===== src/logic/acs_pkg.sv =====
// Package for the converter sequencer: register offsets, field positions, modes, timing.
// Assumes a plain strobe register port with 8-bit data.
package acs_pkg;
  localparam int unsigned ADDR_W = 4;
  localparam int unsigned RES_W  = 12;
  // Register offsets
  localparam logic [3:0] OFF_CTRL_MAIN   = 4'h0;
  localparam logic [3:0] OFF_COMPUTE     = 4'h1;
  localparam logic [3:0] OFF_RES_HI      = 4'h2;
  localparam logic [3:0] OFF_RES_LO      = 4'h3;
  localparam logic [3:0] OFF_PREV_HI     = 4'h4;
  localparam logic [3:0] OFF_PREV_LO     = 4'h5;
  localparam logic [3:0] OFF_SETPOINT_HI = 4'h6;
  localparam logic [3:0] OFF_SETPOINT_LO = 4'h7;
  localparam logic [3:0] OFF_LOWER_HI    = 4'h8;
  localparam logic [3:0] OFF_LOWER_LO    = 4'h9;
  localparam logic [3:0] OFF_UPPER_HI    = 4'ha;
  localparam logic [3:0] OFF_UPPER_LO    = 4'hb;
  localparam logic [3:0] OFF_SEQ_CFG     = 4'hc;
  localparam logic [3:0] OFF_IRQ_STATUS  = 4'hd;
  localparam logic [3:0] OFF_IRQ_MASK    = 4'he;
  localparam logic [3:0] OFF_ERR_HI      = 4'hf;
  // Main control fields
  localparam int unsigned B_ENABLE   = 7;
  localparam int unsigned B_CONTINUOUS_RETRIGGER     = 6;
  localparam int unsigned B_CLKSEL   = 4;
  localparam int unsigned B_JUSTIFY  = 2;
  localparam int unsigned B_GO       = 0;
  localparam logic [7:0]  CTRL_MASK  = 8'hd5;
  // Compute control fields
  localparam int unsigned B_ERROR_MODE_A_LO  = 4;
  localparam int unsigned B_STOP     = 3;
  localparam int unsigned B_TMD_LO   = 0;
  localparam logic [7:0]  COMP_MASK  = 8'h7f;
  // Sequence config: double sample, previous select, clock divider
  localparam int unsigned B_DOUBLE_SAMPLE_ENABLE     = 7;
  localparam int unsigned B_PSIS     = 6;
  localparam int unsigned B_DIV_LO   = 0;
  localparam int unsigned DIV_W      = 6;
  // Status bits
  localparam int unsigned IRQ_DONE   = 0;
  localparam int unsigned IRQ_THR    = 1;
  // Error modes
  localparam logic [2:0] ERROR_MODE_A_RES_PREV  = 3'h0;
  localparam logic [2:0] ERROR_MODE_A_RES_SETP  = 3'h1;
  localparam logic [2:0] ERROR_MODE_A_RES_FILT  = 3'h2;
  localparam logic [2:0] ERROR_MODE_A_PREV_FILT = 3'h4;
  localparam logic [2:0] ERROR_MODE_A_FILT_SETP = 3'h5;
  // Threshold modes
  localparam logic [2:0] TMD_NEVER   = 3'h0;
  localparam logic [2:0] TMD_BELOW   = 3'h1;
  localparam logic [2:0] TMD_ATABOVE = 3'h2;
  localparam logic [2:0] TMD_INSIDE  = 3'h3;
  localparam logic [2:0] TMD_OUTSIDE = 3'h4;
  localparam logic [2:0] TMD_LEUPPER = 3'h5;
  localparam logic [2:0] TMD_GTUPPER = 3'h6;
  localparam logic [2:0] TMD_ALWAYS  = 3'h7;
  // Phase end counts in conversion-clock ticks; each phase lasts this count plus one tick
  localparam logic [7:0] PRECHARGE_TICKS = 8'h08;
  localparam logic [7:0] ACQUIRE_TICKS   = 8'h08;
  // Filter weight as a right shift
  localparam int unsigned FILT_SHIFT = 2;
endpackage


===== src/logic/acs_clk_tick.sv =====
// Conversion tick generator: system clock divider or the dedicated RC oscillator.
// Assumes the RC oscillator input is already synchronous to i_clk.
`timescale 1ns/1ps
module acs_clk_tick #(
  parameter int unsigned DIV_W = 6
) (
  input  wire logic             i_clk,
  input  wire logic             i_srst,
  input  wire logic             i_use_rc,
  input  wire logic [DIV_W-1:0] i_div,
  input  wire logic             i_rc_osc,
  output logic                  o_tick
);
  logic [DIV_W-1:0] count;
  logic             rc_prev;

  always_ff @(posedge i_clk) begin
    if (i_srst) begin
      count   <= '0;
      rc_prev <= 1'b0;
      o_tick  <= 1'b0;
    end else begin
      rc_prev <= i_rc_osc;
      if (i_use_rc) begin // [RULE_18]
        count  <= '0;
        o_tick <= i_rc_osc & ~rc_prev;
      end else if (count >= i_div) begin // [RULE_18]
        count  <= '0;
        o_tick <= 1'b1;
      end else begin
        count  <= count + 1'b1;
        o_tick <= 1'b0;
      end
    end
  end
endmodule


===== src/logic/acs_sequencer.sv =====
// Converter sequencer: registers, precharge/acquire/convert phases, computation, interrupts.
// Assumes a comparator answer from the converter core on every conversion tick.
// Operation
// [RULE_01] Twelve-bit successive approximation result into result pair
// [RULE_02] Keep current and previous result sets
// [RULE_03] Completion and threshold interrupts, both wake sleep
// [RULE_04] Precharge: disconnect hold, drive opposite rails
// [RULE_05] End precharge: rails off, reconnect, acquire, convert
// [RULE_06] Repeat sequence with inverted precharge levels
// [RULE_07] Double sample runs both without software
// [RULE_08] Writing go starts; hardware clears on completion
// [RULE_09] Enable must be set before go; the code also starts on a go written in the same write that sets enable
// [RULE_10] Continuous mode retriggers until stop condition
// [RULE_11] Software abort copies partial, no flags
// [RULE_12] Three-bit error mode depends on sample mode
// [RULE_13] Error mode encodings, reserved codes give zero
// [RULE_14] Threshold mode encodings select interrupt test
// [RULE_15] Stop-on-threshold ends continuous retriggering
// [RULE_16] Left justify puts bits high, zero nibble
// [RULE_17] Justify bit applies to current and previous
// [RULE_18] Clock source: RC oscillator or divided clock
//
// Local design decisions: the register addresses and the strobed register port.
`timescale 1ns/1ps
module acs_sequencer #(
  parameter int unsigned RES_W = acs_pkg::RES_W,
  parameter int unsigned DIV_W = acs_pkg::DIV_W
) (
  input  wire logic                       i_clk,
  input  wire logic                       i_srst,
  input  wire logic [acs_pkg::ADDR_W-1:0] i_addr,
  input  wire logic [7:0]                 i_wdata,
  input  wire logic                       i_wr,
  input  wire logic                       i_rd,
  output logic [7:0]                      o_rdata,
  input  wire logic                       i_rc_osc,
  input  wire logic                       i_cmp_high,
  output logic [RES_W-1:0]                o_dac_code,
  output logic                            o_hold_connect,
  output logic                            o_hold_pre_high,
  output logic                            o_hold_pre_low,
  output logic                            o_sense_pre_high,
  output logic                            o_sense_pre_low,
  output logic                            o_sampling,
  output logic                            o_irq,
  output logic                            o_wake
);
  typedef enum logic [4:0] {
    ACS_IDLE   = 5'h01,
    ACS_PRECH  = 5'h02,
    ACS_ACQ    = 5'h04,
    ACS_CONV   = 5'h08,
    ACS_FINISH = 5'h10
  } acs_state_t;

  acs_state_t       state;
  logic [7:0]       ctrl;
  logic [7:0]       comp;
  logic [7:0]       cfg;
  logic [1:0]       irq_status;
  logic [1:0]       irq_mask;
  logic [RES_W-1:0] result;
  logic [RES_W-1:0] prev;
  logic [RES_W-1:0] first_sample;
  logic [RES_W-1:0] setpoint;
  logic [RES_W-1:0] lower;
  logic [RES_W-1:0] upper;
  logic [RES_W-1:0] filtered;
  logic [RES_W:0]   err;
  logic [RES_W-1:0] sar;
  logic [RES_W-1:0] trial;
  logic [3:0]       bit_idx;
  logic [7:0]       phase_cnt;
  logic             second;
  logic             invert;
  logic             tick;
  logic             go_set_sw;
  logic             go_clr_sw;
  logic             conv_done;
  logic             seq_done;
  logic             thr_hit;
  logic             last_bit;
  logic [RES_W:0]   next_err;
  logic [RES_W-1:0] final_code;
  logic             cmp_valid;

  // Signed difference, one bit wider than the operands
  function automatic logic [RES_W:0] acs_diff(input logic [RES_W-1:0] a, input logic [RES_W-1:0] b);
    acs_diff = {1'b0, a} - {1'b0, b};
  endfunction

  // Signed less-than on the widened error
  function automatic logic acs_lt(input logic [RES_W:0] a, input logic [RES_W-1:0] b);
    acs_lt = $signed(a) < $signed({1'b0, b});
  endfunction

  function automatic logic [7:0] acs_hi(input logic [RES_W-1:0] v, input logic right);
    acs_hi = right ? {4'h0, v[11:8]} : v[11:4]; // [RULE_16] [RULE_17]
  endfunction

  function automatic logic [7:0] acs_lo(input logic [RES_W-1:0] v, input logic right);
    acs_lo = right ? v[7:0] : {v[3:0], 4'h0}; // [RULE_16] [RULE_17]
  endfunction

  acs_clk_tick #(.DIV_W(DIV_W)) u_tick (
    .i_clk    (i_clk),
    .i_srst   (i_srst),
    .i_use_rc (ctrl[acs_pkg::B_CLKSEL]),
    .i_div    (cfg[acs_pkg::B_DIV_LO +: DIV_W]),
    .i_rc_osc (i_rc_osc),
    .o_tick   (tick)
  );

  assign go_set_sw = i_wr && i_addr == acs_pkg::OFF_CTRL_MAIN && i_wdata[acs_pkg::B_GO]
                     && i_wdata[acs_pkg::B_ENABLE]; // [RULE_09]
  assign go_clr_sw = i_wr && i_addr == acs_pkg::OFF_CTRL_MAIN && !i_wdata[acs_pkg::B_GO]
                     && ctrl[acs_pkg::B_GO];
  assign trial     = sar | (12'h800 >> bit_idx);
  assign last_bit  = bit_idx == 4'hb;
  // Decide only once the comparator sees the trial code
  assign cmp_valid = tick && o_dac_code == trial;
  assign conv_done = state == ACS_CONV && cmp_valid && last_bit;
  assign final_code = i_cmp_high ? trial : sar;
  // Double sample completes only after the inverted second pass
  assign seq_done  = state == ACS_FINISH;

  // Error computation; result term becomes the sample difference in double mode
  always_comb begin
    next_err  = '0;
    unique case (comp[acs_pkg::B_ERROR_MODE_A_LO +: 3]) // [RULE_12] [RULE_13]
      acs_pkg::ERROR_MODE_A_RES_PREV:  next_err = acs_diff(result, prev);
      acs_pkg::ERROR_MODE_A_RES_SETP:  next_err = cfg[acs_pkg::B_DOUBLE_SAMPLE_ENABLE] ? acs_diff(result, prev) - {1'b0, setpoint}
                                                                : acs_diff(result, setpoint);
      acs_pkg::ERROR_MODE_A_RES_FILT:  next_err = cfg[acs_pkg::B_DOUBLE_SAMPLE_ENABLE] ? acs_diff(result, prev) - {1'b0, filtered}
                                                                : acs_diff(result, filtered);
      acs_pkg::ERROR_MODE_A_PREV_FILT: next_err = acs_diff(prev, filtered);
      acs_pkg::ERROR_MODE_A_FILT_SETP: next_err = acs_diff(filtered, setpoint);
      default:                 next_err = '0;
    endcase
  end

  always_comb begin
    unique case (comp[acs_pkg::B_TMD_LO +: 3]) // [RULE_14]
      acs_pkg::TMD_NEVER:   thr_hit = 1'b0;
      acs_pkg::TMD_BELOW:   thr_hit = acs_lt(next_err, lower);
      acs_pkg::TMD_ATABOVE: thr_hit = !acs_lt(next_err, lower);
      acs_pkg::TMD_INSIDE:  thr_hit = !acs_lt(next_err, lower) && next_err != {1'b0, lower}
                                      && acs_lt(next_err, upper);
      acs_pkg::TMD_OUTSIDE: thr_hit = acs_lt(next_err, lower) || !(acs_lt(next_err, upper)
                                      || next_err == {1'b0, upper});
      acs_pkg::TMD_LEUPPER: thr_hit = acs_lt(next_err, upper) || next_err == {1'b0, upper};
      acs_pkg::TMD_GTUPPER: thr_hit = !(acs_lt(next_err, upper) || next_err == {1'b0, upper});
      acs_pkg::TMD_ALWAYS:  thr_hit = 1'b1;
    endcase
  end

  // Phase sequencing
  always_ff @(posedge i_clk) begin
    if (i_srst || go_clr_sw || !ctrl[acs_pkg::B_ENABLE]) begin
      state     <= ACS_IDLE; // [RULE_11]
      phase_cnt <= '0;
      bit_idx   <= '0;
      sar       <= '0;
      second    <= 1'b0;
      invert    <= 1'b0;
    end else begin
      unique case (state)
        ACS_IDLE: begin
          if (ctrl[acs_pkg::B_GO]) begin
            state     <= ACS_PRECH;
            phase_cnt <= '0;
            second    <= 1'b0;
            invert    <= 1'b0;
          end
        end
        ACS_PRECH: begin
          if (tick) begin
            if (phase_cnt == acs_pkg::PRECHARGE_TICKS) begin
              state     <= ACS_ACQ; // [RULE_05]
              phase_cnt <= '0;
            end else begin
              phase_cnt <= phase_cnt + 8'h01;
            end
          end
        end
        ACS_ACQ: begin
          if (tick) begin
            if (phase_cnt == acs_pkg::ACQUIRE_TICKS) begin
              state   <= ACS_CONV; // [RULE_05]
              bit_idx <= '0;
              sar     <= '0;
            end else begin
              phase_cnt <= phase_cnt + 8'h01;
            end
          end
        end
        ACS_CONV: begin
          if (cmp_valid) begin
            sar <= final_code; // [RULE_01]
            if (last_bit) begin
              if (cfg[acs_pkg::B_DOUBLE_SAMPLE_ENABLE] && !second) begin
                state     <= ACS_PRECH; // [RULE_06] [RULE_07]
                second    <= 1'b1;
                invert    <= 1'b1;
                phase_cnt <= '0;
              end else begin
                state <= ACS_FINISH;
              end
            end else begin
              bit_idx <= bit_idx + 4'h1;
            end
          end
        end
        ACS_FINISH: begin
          state <= ACS_IDLE;
        end
      endcase
    end
  end

  // Result capture; prev shifts on each single-sample completion and takes the first sample in double mode, abort copies the partial value
  always_ff @(posedge i_clk) begin
    if (i_srst) begin
      result       <= '0;
      prev         <= '0;
      first_sample <= '0;
    end else if (go_clr_sw && state != ACS_IDLE) begin
      result <= sar; // [RULE_11]
    end else if (conv_done) begin
      if (cfg[acs_pkg::B_DOUBLE_SAMPLE_ENABLE] && !second) begin
        first_sample <= final_code;
      end else if (cfg[acs_pkg::B_DOUBLE_SAMPLE_ENABLE]) begin
        prev   <= first_sample; // [RULE_02]
        result <= final_code;
      end else begin
        prev   <= result; // [RULE_02]
        result <= final_code; // [RULE_01]
      end
    end
  end

  // First-order low-pass filter and error are updated only on a full completion
  always_ff @(posedge i_clk) begin
    if (i_srst) begin
      filtered <= '0;
      err      <= '0;
    end else if (seq_done) begin
      filtered <= filtered - (filtered >> acs_pkg::FILT_SHIFT) + (result >> acs_pkg::FILT_SHIFT);
      err      <= next_err;
    end
  end

  // Control registers; go is cleared by hardware, a start request beats the clear
  always_ff @(posedge i_clk) begin
    if (i_srst) begin
      ctrl <= '0;
    end else if (i_wr && i_addr == acs_pkg::OFF_CTRL_MAIN) begin
      ctrl <= (i_wdata & acs_pkg::CTRL_MASK & 8'hfe) | {7'h00, go_set_sw | (ctrl[acs_pkg::B_GO]
              & i_wdata[acs_pkg::B_GO] & i_wdata[acs_pkg::B_ENABLE])}; // [RULE_08] [RULE_09]
    end else begin
      if (!ctrl[acs_pkg::B_ENABLE]) begin
        ctrl[acs_pkg::B_GO] <= 1'b0;
      end else if (seq_done) begin
        if (!ctrl[acs_pkg::B_CONTINUOUS_RETRIGGER]) begin
          ctrl[acs_pkg::B_GO] <= 1'b0; // [RULE_08] [RULE_10]
        end else if (comp[acs_pkg::B_STOP] && thr_hit) begin
          ctrl[acs_pkg::B_GO] <= 1'b0; // [RULE_15]
        end else begin
          ctrl[acs_pkg::B_GO] <= 1'b1; // [RULE_10] [RULE_15]
        end
      end
    end
  end

  always_ff @(posedge i_clk) begin
    if (i_srst) begin
      comp     <= '0;
      cfg      <= '0;
      setpoint <= '0;
      lower    <= '0;
      upper    <= '0;
      irq_mask <= '0;
    end else if (i_wr) begin
      unique case (i_addr)
        acs_pkg::OFF_COMPUTE:     comp           <= i_wdata & acs_pkg::COMP_MASK;
        acs_pkg::OFF_SEQ_CFG:     cfg            <= i_wdata;
        acs_pkg::OFF_SETPOINT_HI: setpoint[11:8] <= i_wdata[3:0];
        acs_pkg::OFF_SETPOINT_LO: setpoint[7:0]  <= i_wdata;
        acs_pkg::OFF_LOWER_HI:    lower[11:8]    <= i_wdata[3:0];
        acs_pkg::OFF_LOWER_LO:    lower[7:0]     <= i_wdata;
        acs_pkg::OFF_UPPER_HI:    upper[11:8]    <= i_wdata[3:0];
        acs_pkg::OFF_UPPER_LO:    upper[7:0]     <= i_wdata;
        acs_pkg::OFF_IRQ_MASK:    irq_mask       <= i_wdata[1:0];
        default:                  ;
      endcase
    end
  end

  // Sticky status, cleared by a read; a new event in the read cycle survives
  always_ff @(posedge i_clk) begin
    if (i_srst) begin
      irq_status <= '0;
    end else begin
      irq_status <= ((i_rd && i_addr == acs_pkg::OFF_IRQ_STATUS) ? 2'h0 : irq_status)
                    | {seq_done && thr_hit, seq_done}; // [RULE_03]
    end
  end

  assign o_irq  = |(irq_status & irq_mask); // [RULE_03]
  assign o_wake = o_irq; // [RULE_03]

  always_ff @(posedge i_clk) begin
    if (i_srst) begin
      o_rdata <= '0;
    end else if (i_rd) begin
      unique case (i_addr)
        acs_pkg::OFF_CTRL_MAIN:  o_rdata <= ctrl;
        acs_pkg::OFF_COMPUTE:    o_rdata <= comp;
        acs_pkg::OFF_RES_HI:     o_rdata <= acs_hi(result, ctrl[acs_pkg::B_JUSTIFY]);
        acs_pkg::OFF_RES_LO:     o_rdata <= acs_lo(result, ctrl[acs_pkg::B_JUSTIFY]);
        acs_pkg::OFF_PREV_HI:    o_rdata <= acs_hi(prev, ctrl[acs_pkg::B_JUSTIFY]);
        acs_pkg::OFF_PREV_LO:    o_rdata <= acs_lo(prev, ctrl[acs_pkg::B_JUSTIFY]);
        acs_pkg::OFF_SEQ_CFG:    o_rdata <= cfg;
        acs_pkg::OFF_IRQ_STATUS: o_rdata <= {6'h00, irq_status};
        acs_pkg::OFF_IRQ_MASK:   o_rdata <= {6'h00, irq_mask};
        acs_pkg::OFF_ERR_HI:     o_rdata <= err[RES_W:5];
        default:                 o_rdata <= 8'h00;
      endcase
    end else begin
      o_rdata <= 8'h00;
    end
  end

  // Analog controls; precharge rails swap on the inverted pass
  always_ff @(posedge i_clk) begin
    if (i_srst) begin
      o_hold_connect   <= 1'b0;
      o_hold_pre_high  <= 1'b0;
      o_hold_pre_low   <= 1'b0;
      o_sense_pre_high <= 1'b0;
      o_sense_pre_low  <= 1'b0;
      o_sampling       <= 1'b0;
      o_dac_code       <= '0;
    end else begin
      o_hold_connect   <= state == ACS_ACQ; // [RULE_04] [RULE_05]
      o_hold_pre_high  <= state == ACS_PRECH && !invert; // [RULE_04] [RULE_06]
      o_hold_pre_low   <= state == ACS_PRECH && invert;
      o_sense_pre_high <= state == ACS_PRECH && invert;
      o_sense_pre_low  <= state == ACS_PRECH && !invert;
      o_sampling       <= state != ACS_IDLE;
      o_dac_code       <= trial;
    end
  end
endmodule


===== config.mk =====
export PLATFORM = sky130hd
export DESIGN_NAME = acs_sequencer
export DESIGN_NICKNAME = d
export VERILOG_FILES = /design/src/logic/acs_pkg.sv /design/src/logic/acs_clk_tick.sv /design/src/logic/acs_sequencer.sv
export SDC_FILE = /design/constraint.sdc
export NUM_CORES = 1
export LEC_CHECK = 0
export ABC_AREA = 1
export BUFFER_PORTS_ARGS = -buffer_cell sky130_fd_sc_hd__buf_4
export CORE_UTILIZATION = 63
export CTS_BUF_LIST = sky130_fd_sc_hd__clkbuf_8 sky130_fd_sc_hd__clkbuf_16
export DETAILED_ROUTE_END_ITERATION = 16
export GPL_TIMING_DRIVEN = 0
export PLACE_DENSITY_LB_ADDON = 0.05
export SYNTH_ARGS = -nofsm -noshare
export SYNTH_HDL_FRONTEND = slang
export SYNTH_SLANG_ARGS = --single-unit

===== constraint.sdc =====
create_clock -name i_clk -period 5.8 [get_ports i_clk]
set_input_delay 1.16 -clock i_clk [delete_from_list [all_inputs] [get_ports i_clk]]
set_output_delay 1.16 -clock i_clk [all_outputs]
set_load 0.02 [all_outputs]

# Yosys cells after proc, flatten, opt, wreduce, memory -nomap -nowiden
# Cells that the tools add are included.
# classes
eq_ne	49
n_shift	1
n_mul	0
n_mux	54
div	0
order_cmp	3
n_bitwise	12
reduce_logical	53
n_addsub	12
# op_table
cell	n
$mux W12	8
$mux W8	12
$pmux W8 S10	1
$pmux W13 S5	1
$sub A12 B12 Y13	5
$mux W5	8
$eq A4 B4 Y1 const B	9
$pmux W8 S4	1
$lt A13 B13 Y1	2
$mux W13	2
$sub A13 B12 Y13	2
$pmux W5 S5	1
$pmux W12 S2	1
$reduce_and A2 Y1	10
$eq A3 B3 Y1 const B	6
$logic_and A1 B1 Y1	17
$eq A4 B3 Y1 const B	4
$mux W4	4
$ne A2 B2 Y1 const B	8
$eq A13 B12 Y1	1
$ne A13 B12 Y1	1
$add A12 B10 Y12	1
$eq A12 B12 Y1	1
$or A12 B12 Y12	1
43 further kinds	77
# totals
ramBits	0
memories	0
latch_bits	0
elab_cells	215
rom_bits	0
output_inout_bits	28
ff_bits	186

# Longest topological paths before layout
# Gate-level depths: netlist of the first run.
# depth
depth_word	15
depth_mapped	37
mapped_depth_nobuf	37

# Modules after synthesis
# A second synthesis of the first run with hierarchy kept.
# hier_totals
hier_cells	1682
area_unflattened_um2	11710.0
# modules_own_cells
module	area_each_um2	n_inst	seq_area_each_um2	cells_each
acs_sequencer	11224.5	1	3403.3	1617
acs_clk_tick	485.5	1	160.2	65

# Worst setup path after synthesis of the first run
# OpenSTA, ideal clock, no wires.
# synth_path
path_type	register to register
startpoint	register result[0]
endpoint	register irq_status[1]
setup_slack_ps	1235
arrival_ps	4433
path_stages_with_launch	35
required_ps	5668
path_cell_list	dfxtp_1 > inv_1 > ha_1 > fa_1 > inv_1 > nand2_1 > a21oi_1 > nand3_1 > nand3_1 > xor2_1 > a21boi_0 > o21ai_0 > ha_1 > nand2_1 > nor3_1 > nand3_1 > o2111ai_1 > nand2_1 > inv_1 > o21ai_0 > nand2_1 > nand2_1 > nand3_1 > nand3_1 > ha_1 > nand3_1 > or3_1 > nor2_1 > inv_1 > nand3_1 > nand2_1 > nand2_1 > nand2_1 > o21ai_0 > a21oi_1
# synth_between
elab_chain_len	11
elab_cells_between_ends	21
# synth_lines
item	line	text
from (decl)	acs_sequencer.sv:62	logic [RES_W-1:0] result;
from (signal assigned)	acs_sequencer.sv:228	result <= sar;
from (signal assigned)	acs_sequencer.sv:234	result <= final_code;
from (signal assigned)	acs_sequencer.sv:237	result <= final_code;
$sub A12 B12 Y13	acs_sequencer.sv:89	acs_diff = {1'b0, a} - {1'b0, b};
$sub A13 B12 Y13 (on tied branches)	acs_sequencer.sv:134, acs_sequencer.sv:132	
$mux W13 (on tied branches)	acs_sequencer.sv:134, acs_sequencer.sv:132	
$pmux W13 S5 *	acs_sequencer.sv:130	unique case (comp[acs_pkg::B_ERROR_MODE_A_LO +: 3])
named net next_err[11]	acs_sequencer.sv:83	logic [RES_W:0] next_err;
$lt A13 B13 Y1 or $eq A13 B12 Y1 (tied branches)	n/a	
$logic_or A1 B1 Y1 or $logic_not A1 Y1 (tied branches)	n/a	
$logic_not A1 Y1 or $logic_and A1 B1 Y1 (tied branches)	acs_sequencer.sv:149, acs_sequencer.sv:152, acs_sequencer.sv:147	
$logic_or A1 B1 Y1 or $logic_and A1 B1 Y1 (tied branches)	acs_sequencer.sv:149, acs_sequencer.sv:148	
$pmux W1 S8 *	acs_sequencer.sv:143	unique case (comp[acs_pkg::B_TMD_LO +: 3])
$logic_and A1 B1 Y1 *	acs_sequencer.sv:305	| {seq_done && thr_hit, seq_done};
$or A2 B2 Y2 *	acs_sequencer.sv:305	
to (signal assigned)	acs_sequencer.sv:304	irq_status <= ((i_rd && i_addr == acs_pkg::OFF_IRQ_STATUS) ? 2'h0 : irq_status)
to (decl)	acs_sequencer.sv:60	logic [1:0] irq_status;
# Mark *: on every way through the listed nets, which the timed path passes. The rest lies on a longest branch.
# A chain may end at the register's enable or synchronous reset.

# Worst setup path after layout of the first run
# layout_path
startpoint	register prev[4]
endpoint	register ctrl[0]
# layout_between
elab_chain_len	15
elab_cells_between_ends	24
# layout_lines
item	line	text
from (decl)	acs_sequencer.sv:63	logic [RES_W-1:0] prev;
from (signal assigned)	acs_sequencer.sv:233	prev <= first_sample;
from (signal assigned)	acs_sequencer.sv:236	prev <= result;
$sub A12 B12 Y13	acs_sequencer.sv:89	
$sub A13 B12 Y13 (on tied branches)	acs_sequencer.sv:134, acs_sequencer.sv:132	
$mux W13 (on tied branches)	acs_sequencer.sv:134, acs_sequencer.sv:132	
$pmux W13 S5 *	acs_sequencer.sv:130	
named net next_err[8]	acs_sequencer.sv:83	
$lt A13 B13 Y1 or $eq A13 B12 Y1 (tied branches)	n/a	
$logic_or A1 B1 Y1 or $logic_not A1 Y1 (tied branches)	n/a	
$logic_not A1 Y1 or $logic_and A1 B1 Y1 (tied branches)	acs_sequencer.sv:149, acs_sequencer.sv:152, acs_sequencer.sv:147	
$logic_or A1 B1 Y1 or $logic_and A1 B1 Y1 (tied branches)	acs_sequencer.sv:149, acs_sequencer.sv:148	
$pmux W1 S8 *	acs_sequencer.sv:143	
$logic_and A1 B1 Y1 *	acs_sequencer.sv:266	end else if (comp[acs_pkg::B_STOP] && thr_hit) begin
$mux W1 *	acs_sequencer.sv:266	
$mux W1 *	acs_sequencer.sv:264	if (!ctrl[acs_pkg::B_CONTINUOUS_RETRIGGER]) begin
$mux W1 *	acs_sequencer.sv:263	end else if (seq_done) begin
$mux W1 *	acs_sequencer.sv:261	if (!ctrl[acs_pkg::B_ENABLE]) begin
$mux W1 *	acs_sequencer.sv:257	end else if (i_wr && i_addr == acs_pkg::OFF_CTRL_MAIN) begin
to (signal assigned)	acs_sequencer.sv:258	ctrl <= (i_wdata & acs_pkg::CTRL_MASK & 8'hfe) | {7'h00, go_set_sw | (ctrl[acs_pkg::B_GO]
to (decl)	acs_sequencer.sv:57	logic [7:0] ctrl;
# Mark *: on every way through the listed nets, which the timed path passes. The rest lies on a longest branch. The select of a mux whose other input is x is not followed.

==> results of run 1 <==
-- worst paths after layout --
check | end | slack, ns | cells after the start
min reg2reg | lower[8] | 0.46 | 2
max reg2reg | ctrl[0] | 0.33 | 32
min | lower[8] | 0.46 | 2
max | ctrl[0] | 0.33 | 32
-- what timing repair did --
action | in CTS | in global routing
gates cloned | 0 | 0
hold endpoints to repair | 0 | 0
gates resized for setup | 6 | 30
buffers inserted | 0 | 6
pin swaps | 0 | 7
hold buffers | 0 | 0
setup endpoints to repair | 2 | 2
-- cell families after synthesis --
family                     after synthesis  synth area share [%]
DFF                                    178                  30.5
and+or+nand+nor                        619                  22.4
buffers and inverters                  343                  11.3
adders and majority gates              104                  12.0
AOI/OAI and AO/OA                      442                  21.0
xor gates and xnor gates                37                  2.78
-- cell usage in the layout, fill, tap and decap left out, types with 3 or more instances in the layout --
cell type / instances
inv_1: 286
nor4_1: 4
o21ai_1: 6
clkbuf_16: 17
nor2_4: 3
o21ai_0: 166
nand3_1: 80
a21oi_2: 3
clkbuf_1: 35
a21oi_1: 171
a21boi_0: 5
o2111ai_1: 4
o211ai_1: 9
xor2_1: 20
o21ai_2: 4
ha_1: 89
a22oi_1: 8
nor3_2: 3
nor2_1: 179
or2_2: 4
buf_4: 55
nor3b_1: 3
xnor2_1: 16
o22ai_1: 19
o21a_1: 5
o221ai_1: 5
nor3_1: 20
clkinv_1: 3
dfxtp_1: 178
a31oi_1: 4
buf_2: 9
a211oi_1: 16
nand4_1: 20
fa_1: 12
a221oi_1: 4
nand2_1: 291
inv_6: 5
-- state kept, by name, indices dropped and copies added, names as in the netlist, 2 cells and up --
register      count
state             5
ctrl              5
comp              7
phase_cnt         8
lower            12
upper            12
result           12
cfg               8
o_rdata           8
irq_status        2
filtered         12
irq_mask          2
sar              12
first_sample     12
setpoint         12
bit_idx           4
prev             12
o_dac_code       12
u_tick.count      6
err               8
-- per-stage QoR --
step                      instances  TNS [ns]  hold WS, ns
after floorplan                1723         0        0.424
after global routing           2034   -0.0410        0.481
after detailed placement       1997    -0.243        0.452
final                          2034         0        0.463
after CTS                      2029         0        0.461
after global placement         1997    -0.141        0.440
-- power breakdown --
| part | internal [W] | leakage [nW] | switching (W) |
|---|---|---|---|
| registers | 0.00123 | 1.44 | 0.00000600 |
| logic | 0.0000547 | 4.23 | 0.000128 |
| clock network | 0.000653 | 0.300 | 0.000524 |
-- worst max-delay path, delay by kind of cell, from the launching register on --
kind / cells / cell delay, ns
adder cells (fa/ha/maj): 3 / 1.09
flip-flops: 1 / 0.30
AO/OA/AOI/OAI: 10 / 2.25
AND/OR/NAND/NOR: 14 / 1.10
buffers and inverters: 4 / 0.46
XOR/XNOR: 1 / 0.20
-- area by class of cell --
type / count / area share (%)
buffer: 52 / 1.78
clock buffer: 18 / 3.38
clock inverter: 14 / 1.15
inverter: 290 / 8.42
multi-input combinational: 1202 / 52.7
sequential: 178 / 27.4
tap: 229 / 2.20
timing repair buffer: 51 / 2.94
-- routing by layer --
metal	track usage (%)	vias to the layer above
met4	20.0	0
met1	48.4	5423
li1	-	5811
met5	0	-
met3	4.64	123
met2	62.6	545
==> impl_metrics.csv, run 1 <==
group,metric,value,unit
status,status,"finished clean",
cells_and_area,multi_input_area,6860,µm²
critical_path,crit_arrival,5.85,ns
routing,drc,0,
clocking,path_clk_slew,0.07,ns
cells_and_area,area_growth,11.5,%
global_route,grt_pass1_vias,10957,
yosys,async_flop_share,0,%
routing,wl,36300,µm
yosys,synthTopCellsByArea,"dfxtp_1 31%, ha_1 9.8%, nand2_1 9.4%",
power_and_ir_drop,ir_drop,0.000259,V
run,drv_cap,0,
power_and_ir_drop,power,0.00260,W
clocking,h-tree-depth,4,
floorplan,start_util,64.7,%
critical_path,crit_fanout,5,
sta,fin_crit_sh,94.4,%
sta,max_clock_freq,183,MHz
sta,finalSetupViolations,0,
worst_hold_path,hold_class,"register to register",
clocking,root_buffer,"clkbuf_16",
yosys,yosysSeqAreaShare,30.5,%
yosys,yosysMostFrequentCell,"nand2_1",
critical_path,required,6.17,ns
yosys,post_synth_num_cell_types,53,
critical_path,cpPeakStageDelay,0.54,ns
yosys,synth_top_area_share,30.5,%
cells_and_area,fill_cells,1519,
routing,first_iter_violations,1208,
global_route,overflow,0,
routing,wl_met3,2590,µm
floorplan,die_w,138,µm
sta,period_needed,5.47,ns
routing,wl_met2,16500,µm
clocking,cts_made_buffers,17,
cells_and_area,final_core_util,72.2,%
critical_path,startpoint_type,"register",
critical_path,r2r-start,"prev[4]",
placed_design,dp_hpwl,28500,µm
sta,final-hold-violation-count,0,
floorplan,rows,49,
sta,worst_slew_pin_slew,0.955,ns
yosys,syn_inst,1723,
yosys,syn-mean-instance-area,6.77,µm²
critical_path,cp-end-kind,"register",
routing,vias,11902,
power_and_ir_drop,power_density,200,nW/µm²
floorplan,ios,46,
sta,relSlewSlack,35.3,%
cells_and_area,fin_area,13000,µm²
routing,ant_nets,0,
clocking,clk_latency,0.44,ns
routing,wl_per_cell,17.9,µm
clocking,cts_tree,"yes",
yosys,yosysWarnings,0,
placed_design,port-buffer-count,45,
cells_and_area,finish.net_count,1914,
yosys,synth_area,11700,µm²
cells_and_area,drive_above_1_share,7.26,%
critical_path,path_class,"register to register",
sta,worst_slack,0.326,ns
power_and_ir_drop,p_leak,5.97,nW
cells_and_area,regArea,3560,µm²
yosys,yosys.area.top_type,"dfxtp_1",
routing,dr.pass1.iters,6,
floorplan,dieArea,19100,µm²
floorplan,dieHeight,138,µm
floorplan,core_area,18000,µm²
routing,top_layer_used,"met4",
sta,drv_slew,0,
critical_path,cp_common_cell,"nand2_1",
critical_path,cp_slowest_cell,"o211ai_1",
global_route,grt_max_degree,17,
worst_hold_path,min_from,"lower[8]",
placed_design,post_dp_cell_area,12300,µm²
cells_and_area,n_antenna_cell,0,
placed_design,dp_slack,-0.165,ns
sta,finalClockSkew,0.0126,ns
yosys,synth_fp_nets,1845,
yosys,synth_edf_count,0,
yosys,ys.flop_type,"dfxtp_1",
critical_path,startpoint,"prev[4]",
routing,met1_length,15300,µm
yosys,synthTopCellsByCount,"291 x nand2_1, 285 x inv_1, 180 x nor2_1",
clocking,cts_sinks,178,
global_route,grt_pass1_wl,56900,µm
placed_design,gp_congestion,1.00,
yosys,yosys_register_bits,178,
global_route,antenna_found_initial,0,
global_route,grt_use_total,37.9,%
routing,vias_per_cell,5.85,
clocking,clk_path_buf_depth,2,
No activity file was read; power rests on OpenSTA's default activity.
==> run 2, diff against run 1 <==
- GPL_TIMING_DRIVEN: 0 -> default
==> run 2 against run 1 <==
Die area did not move. Combinational power fell by 8%. Sequential power barely moved. Global-route usage fell by 2.2 points. Clock-buffer cell count rose by 2. Critical path type unchanged.
==> impl_metrics.csv, run 2 (synthesis results as in run 1) <==
group,metric,value,unit
floorplan,dieHeight,138,µm
critical_path,path_buf_inv,4,
power_and_ir_drop,p_leak,5.88,nW
status,status,"finished clean",
global_route,antenna_found_initial,0,
power_and_ir_drop,p_int,0.00196,W
cells_and_area,final_core_util,70.8,%
critical_path,cp_slowest_cell,"fa_1",
power_and_ir_drop,p_sw,0.000656,W
sta,relSlewSlack,38.1,%
sta,finalSetupViolations,0,
routing,dr.pass1.iters,6,
cells_and_area,n_antenna_cell,0,
cells_and_area,fin_area,12800,µm²
sta,rsz0062_at_grt,"no",
cells_and_area,drive_above_1_share,6.03,%
critical_path,cpLargestDelayFamily,"compound AO/OA/AOI/OAI gates",
routing,drc,0,
floorplan,rows,49,
sta,drv_slew,0,
cells_and_area,fill_cells,1569,
global_route,grt_max_degree,58,
routing,wl,33800,µm
placed_design,dp_hpwl,25700,µm
placed_design,place_inst,1954,
cells_and_area,layout_commonest_cell,"nand2_1",
placed_design,gp_congestion,0.983,
sta,setup-tns-final,0,ns
clocking,root_buffer,"clkbuf_16",
clocking,h-tree-depth,4,
cells_and_area,layout.cells.non_filler,1986,
critical_path,cpPeakStageDelay,0.40,ns
cells_and_area,area_growth,9.34,%
power_and_ir_drop,p_seq_share,47.3,%
floorplan,die_w,138,µm
critical_path,startpoint_type,"register",
clocking,postCtsHoldBufs,0,
critical_path,path_class,"register to register",
sta,final-hold-violation-count,0,
global_route,overflow,0,
power_and_ir_drop,clock_power_share,46.3,%
cells_and_area,layout_common_cells,"291 x nand2_1, 286 x inv_1, 180 x nor2_1, 178 x dfxtp_1, 174 x o21ai_0",
critical_path,crit_fanout,6,
cells_and_area,finish.net_count,1866,
routing,vias,11429,
clocking,postCtsSetupRepairBufs,0,
placed_design,port-buffer-count,45,
routing,first_iter_violations,1070,
clocking,path_clk_slew,0.07,ns
power_and_ir_drop,power_density,205,nW/µm²
power_and_ir_drop,ir_drop,0.000189,V
sta,max_clock_freq,188,MHz
clocking,cts_made_buffers,17,
critical_path,cp_common_cell,"nand2_1",
floorplan,start_util,64.7,%
floorplan,core_area,18000,µm²
sta,fin_crit_sh,91.9,%
clocking,clk_path_buf_depth,2,
critical_path,required,6.17,ns
sta,period_needed,5.33,ns
clocking,cts_tree,"yes",
routing,wl_per_cell,17.0,µm
floorplan,dieArea,19100,µm²
floorplan,ios,46,
global_route,grt_pass1_wl,54600,µm
global_route,grt_pass1_vias,10759,
clocking,clk_latency,0.44,ns
power_and_ir_drop,swShare,25.0,%
global_route,grt_use_total,35.7,%
sta,worst_hold_slack,0.453,ns
sta,finalClockSkew,0.0129,ns
critical_path,crit_arrival,5.70,ns
clocking,cts_sinks,178,
routing,vias_per_cell,5.75,
worst_hold_path,hold_class,"register to register",
power_and_ir_drop,pwr-share-comb,6.4,%
sta,worst_slew_pin_slew,0.917,ns
run,drv_cap,0,
clocking,cts_resized,0,
placed_design,post_dp_cell_area,12100,µm²
routing,ant_nets,0,
critical_path,cp-end-kind,"register",
[run 2: cell count changes in the layout (fill, tap and decap cells not counted), sizes merged]
cell    change
clkinv      -2
clkbuf     -35
buf        -11
[run 2: area by class of cell]
| type | count | area [µm²] | share of cell area [%] |
|---|---|---|---|
| multi-input cells | 1202 | 6790 | 53.2 |
| clock inverters | 12 | 148 | 1.16 |
| flip-flops and latches | 178 | 3560 | 27.9 |
| clock buffers | 20 | 467 | 3.66 |
| inverters | 290 | 1090 | 8.55 |
| repair buffers | 55 | 413 | 3.24 |
| well taps | 229 | 287 | 2.25 |
[run 2: worst min-delay path: cells and delay by family, from the launching register on]
kind	cells	cell delay, ns
AOI/OAI and AO/OA	1	0.05
buffers and inverters	1	0.06
DFF	1	0.30
[run 2: power by group through the flow]
stage / Combinational [W] / Clock, W / Sequential (W)
floorplan: 0.000111 / 0 / 0.00126
global placement: 0.000160 / 0 / 0.00127
detailed placement: 0.000163 / 0 / 0.00127
CTS: 0.000164 / 0.00122 / 0.00124
global route: 0.000187 / 0.00127 / 0.00124
finish: 0.000167 / 0.00121 / 0.00124
[run 2: worst paths after layout]
kind / start / endpoint / slack [ns] / depth (start not counted)
setup / recovery: result[0] / ctrl[0] / 0.47 / 37
hold / removal: first_sample[10] / first_sample[10] / 0.45 / 2
setup reg to reg: result[0] / ctrl[0] / 0.47 / 37
hold reg to reg: first_sample[10] / first_sample[10] / 0.45 / 2
[run 2: routing by layer]
metal  wire, µm  vias up  GRT usage [%]  share of wire, %
met1      14900     5211           46.6                44
met5          0        -              0                 0
met4       1330        0           15.5               3.9
met3       2180       82           5.09               6.4
met2      15500      438           58.8                46
li1           -     5698              -                 -
[run 2: stage by stage]
step	total power [W]	setup WS [ns]
floorplan	0.00138	1.23
global placement	0.00143	0.636
detailed placement	0.00143	0.495
CTS	0.00263	0.470
global route	0.00269	0.0322
finish	0.00262	0.472
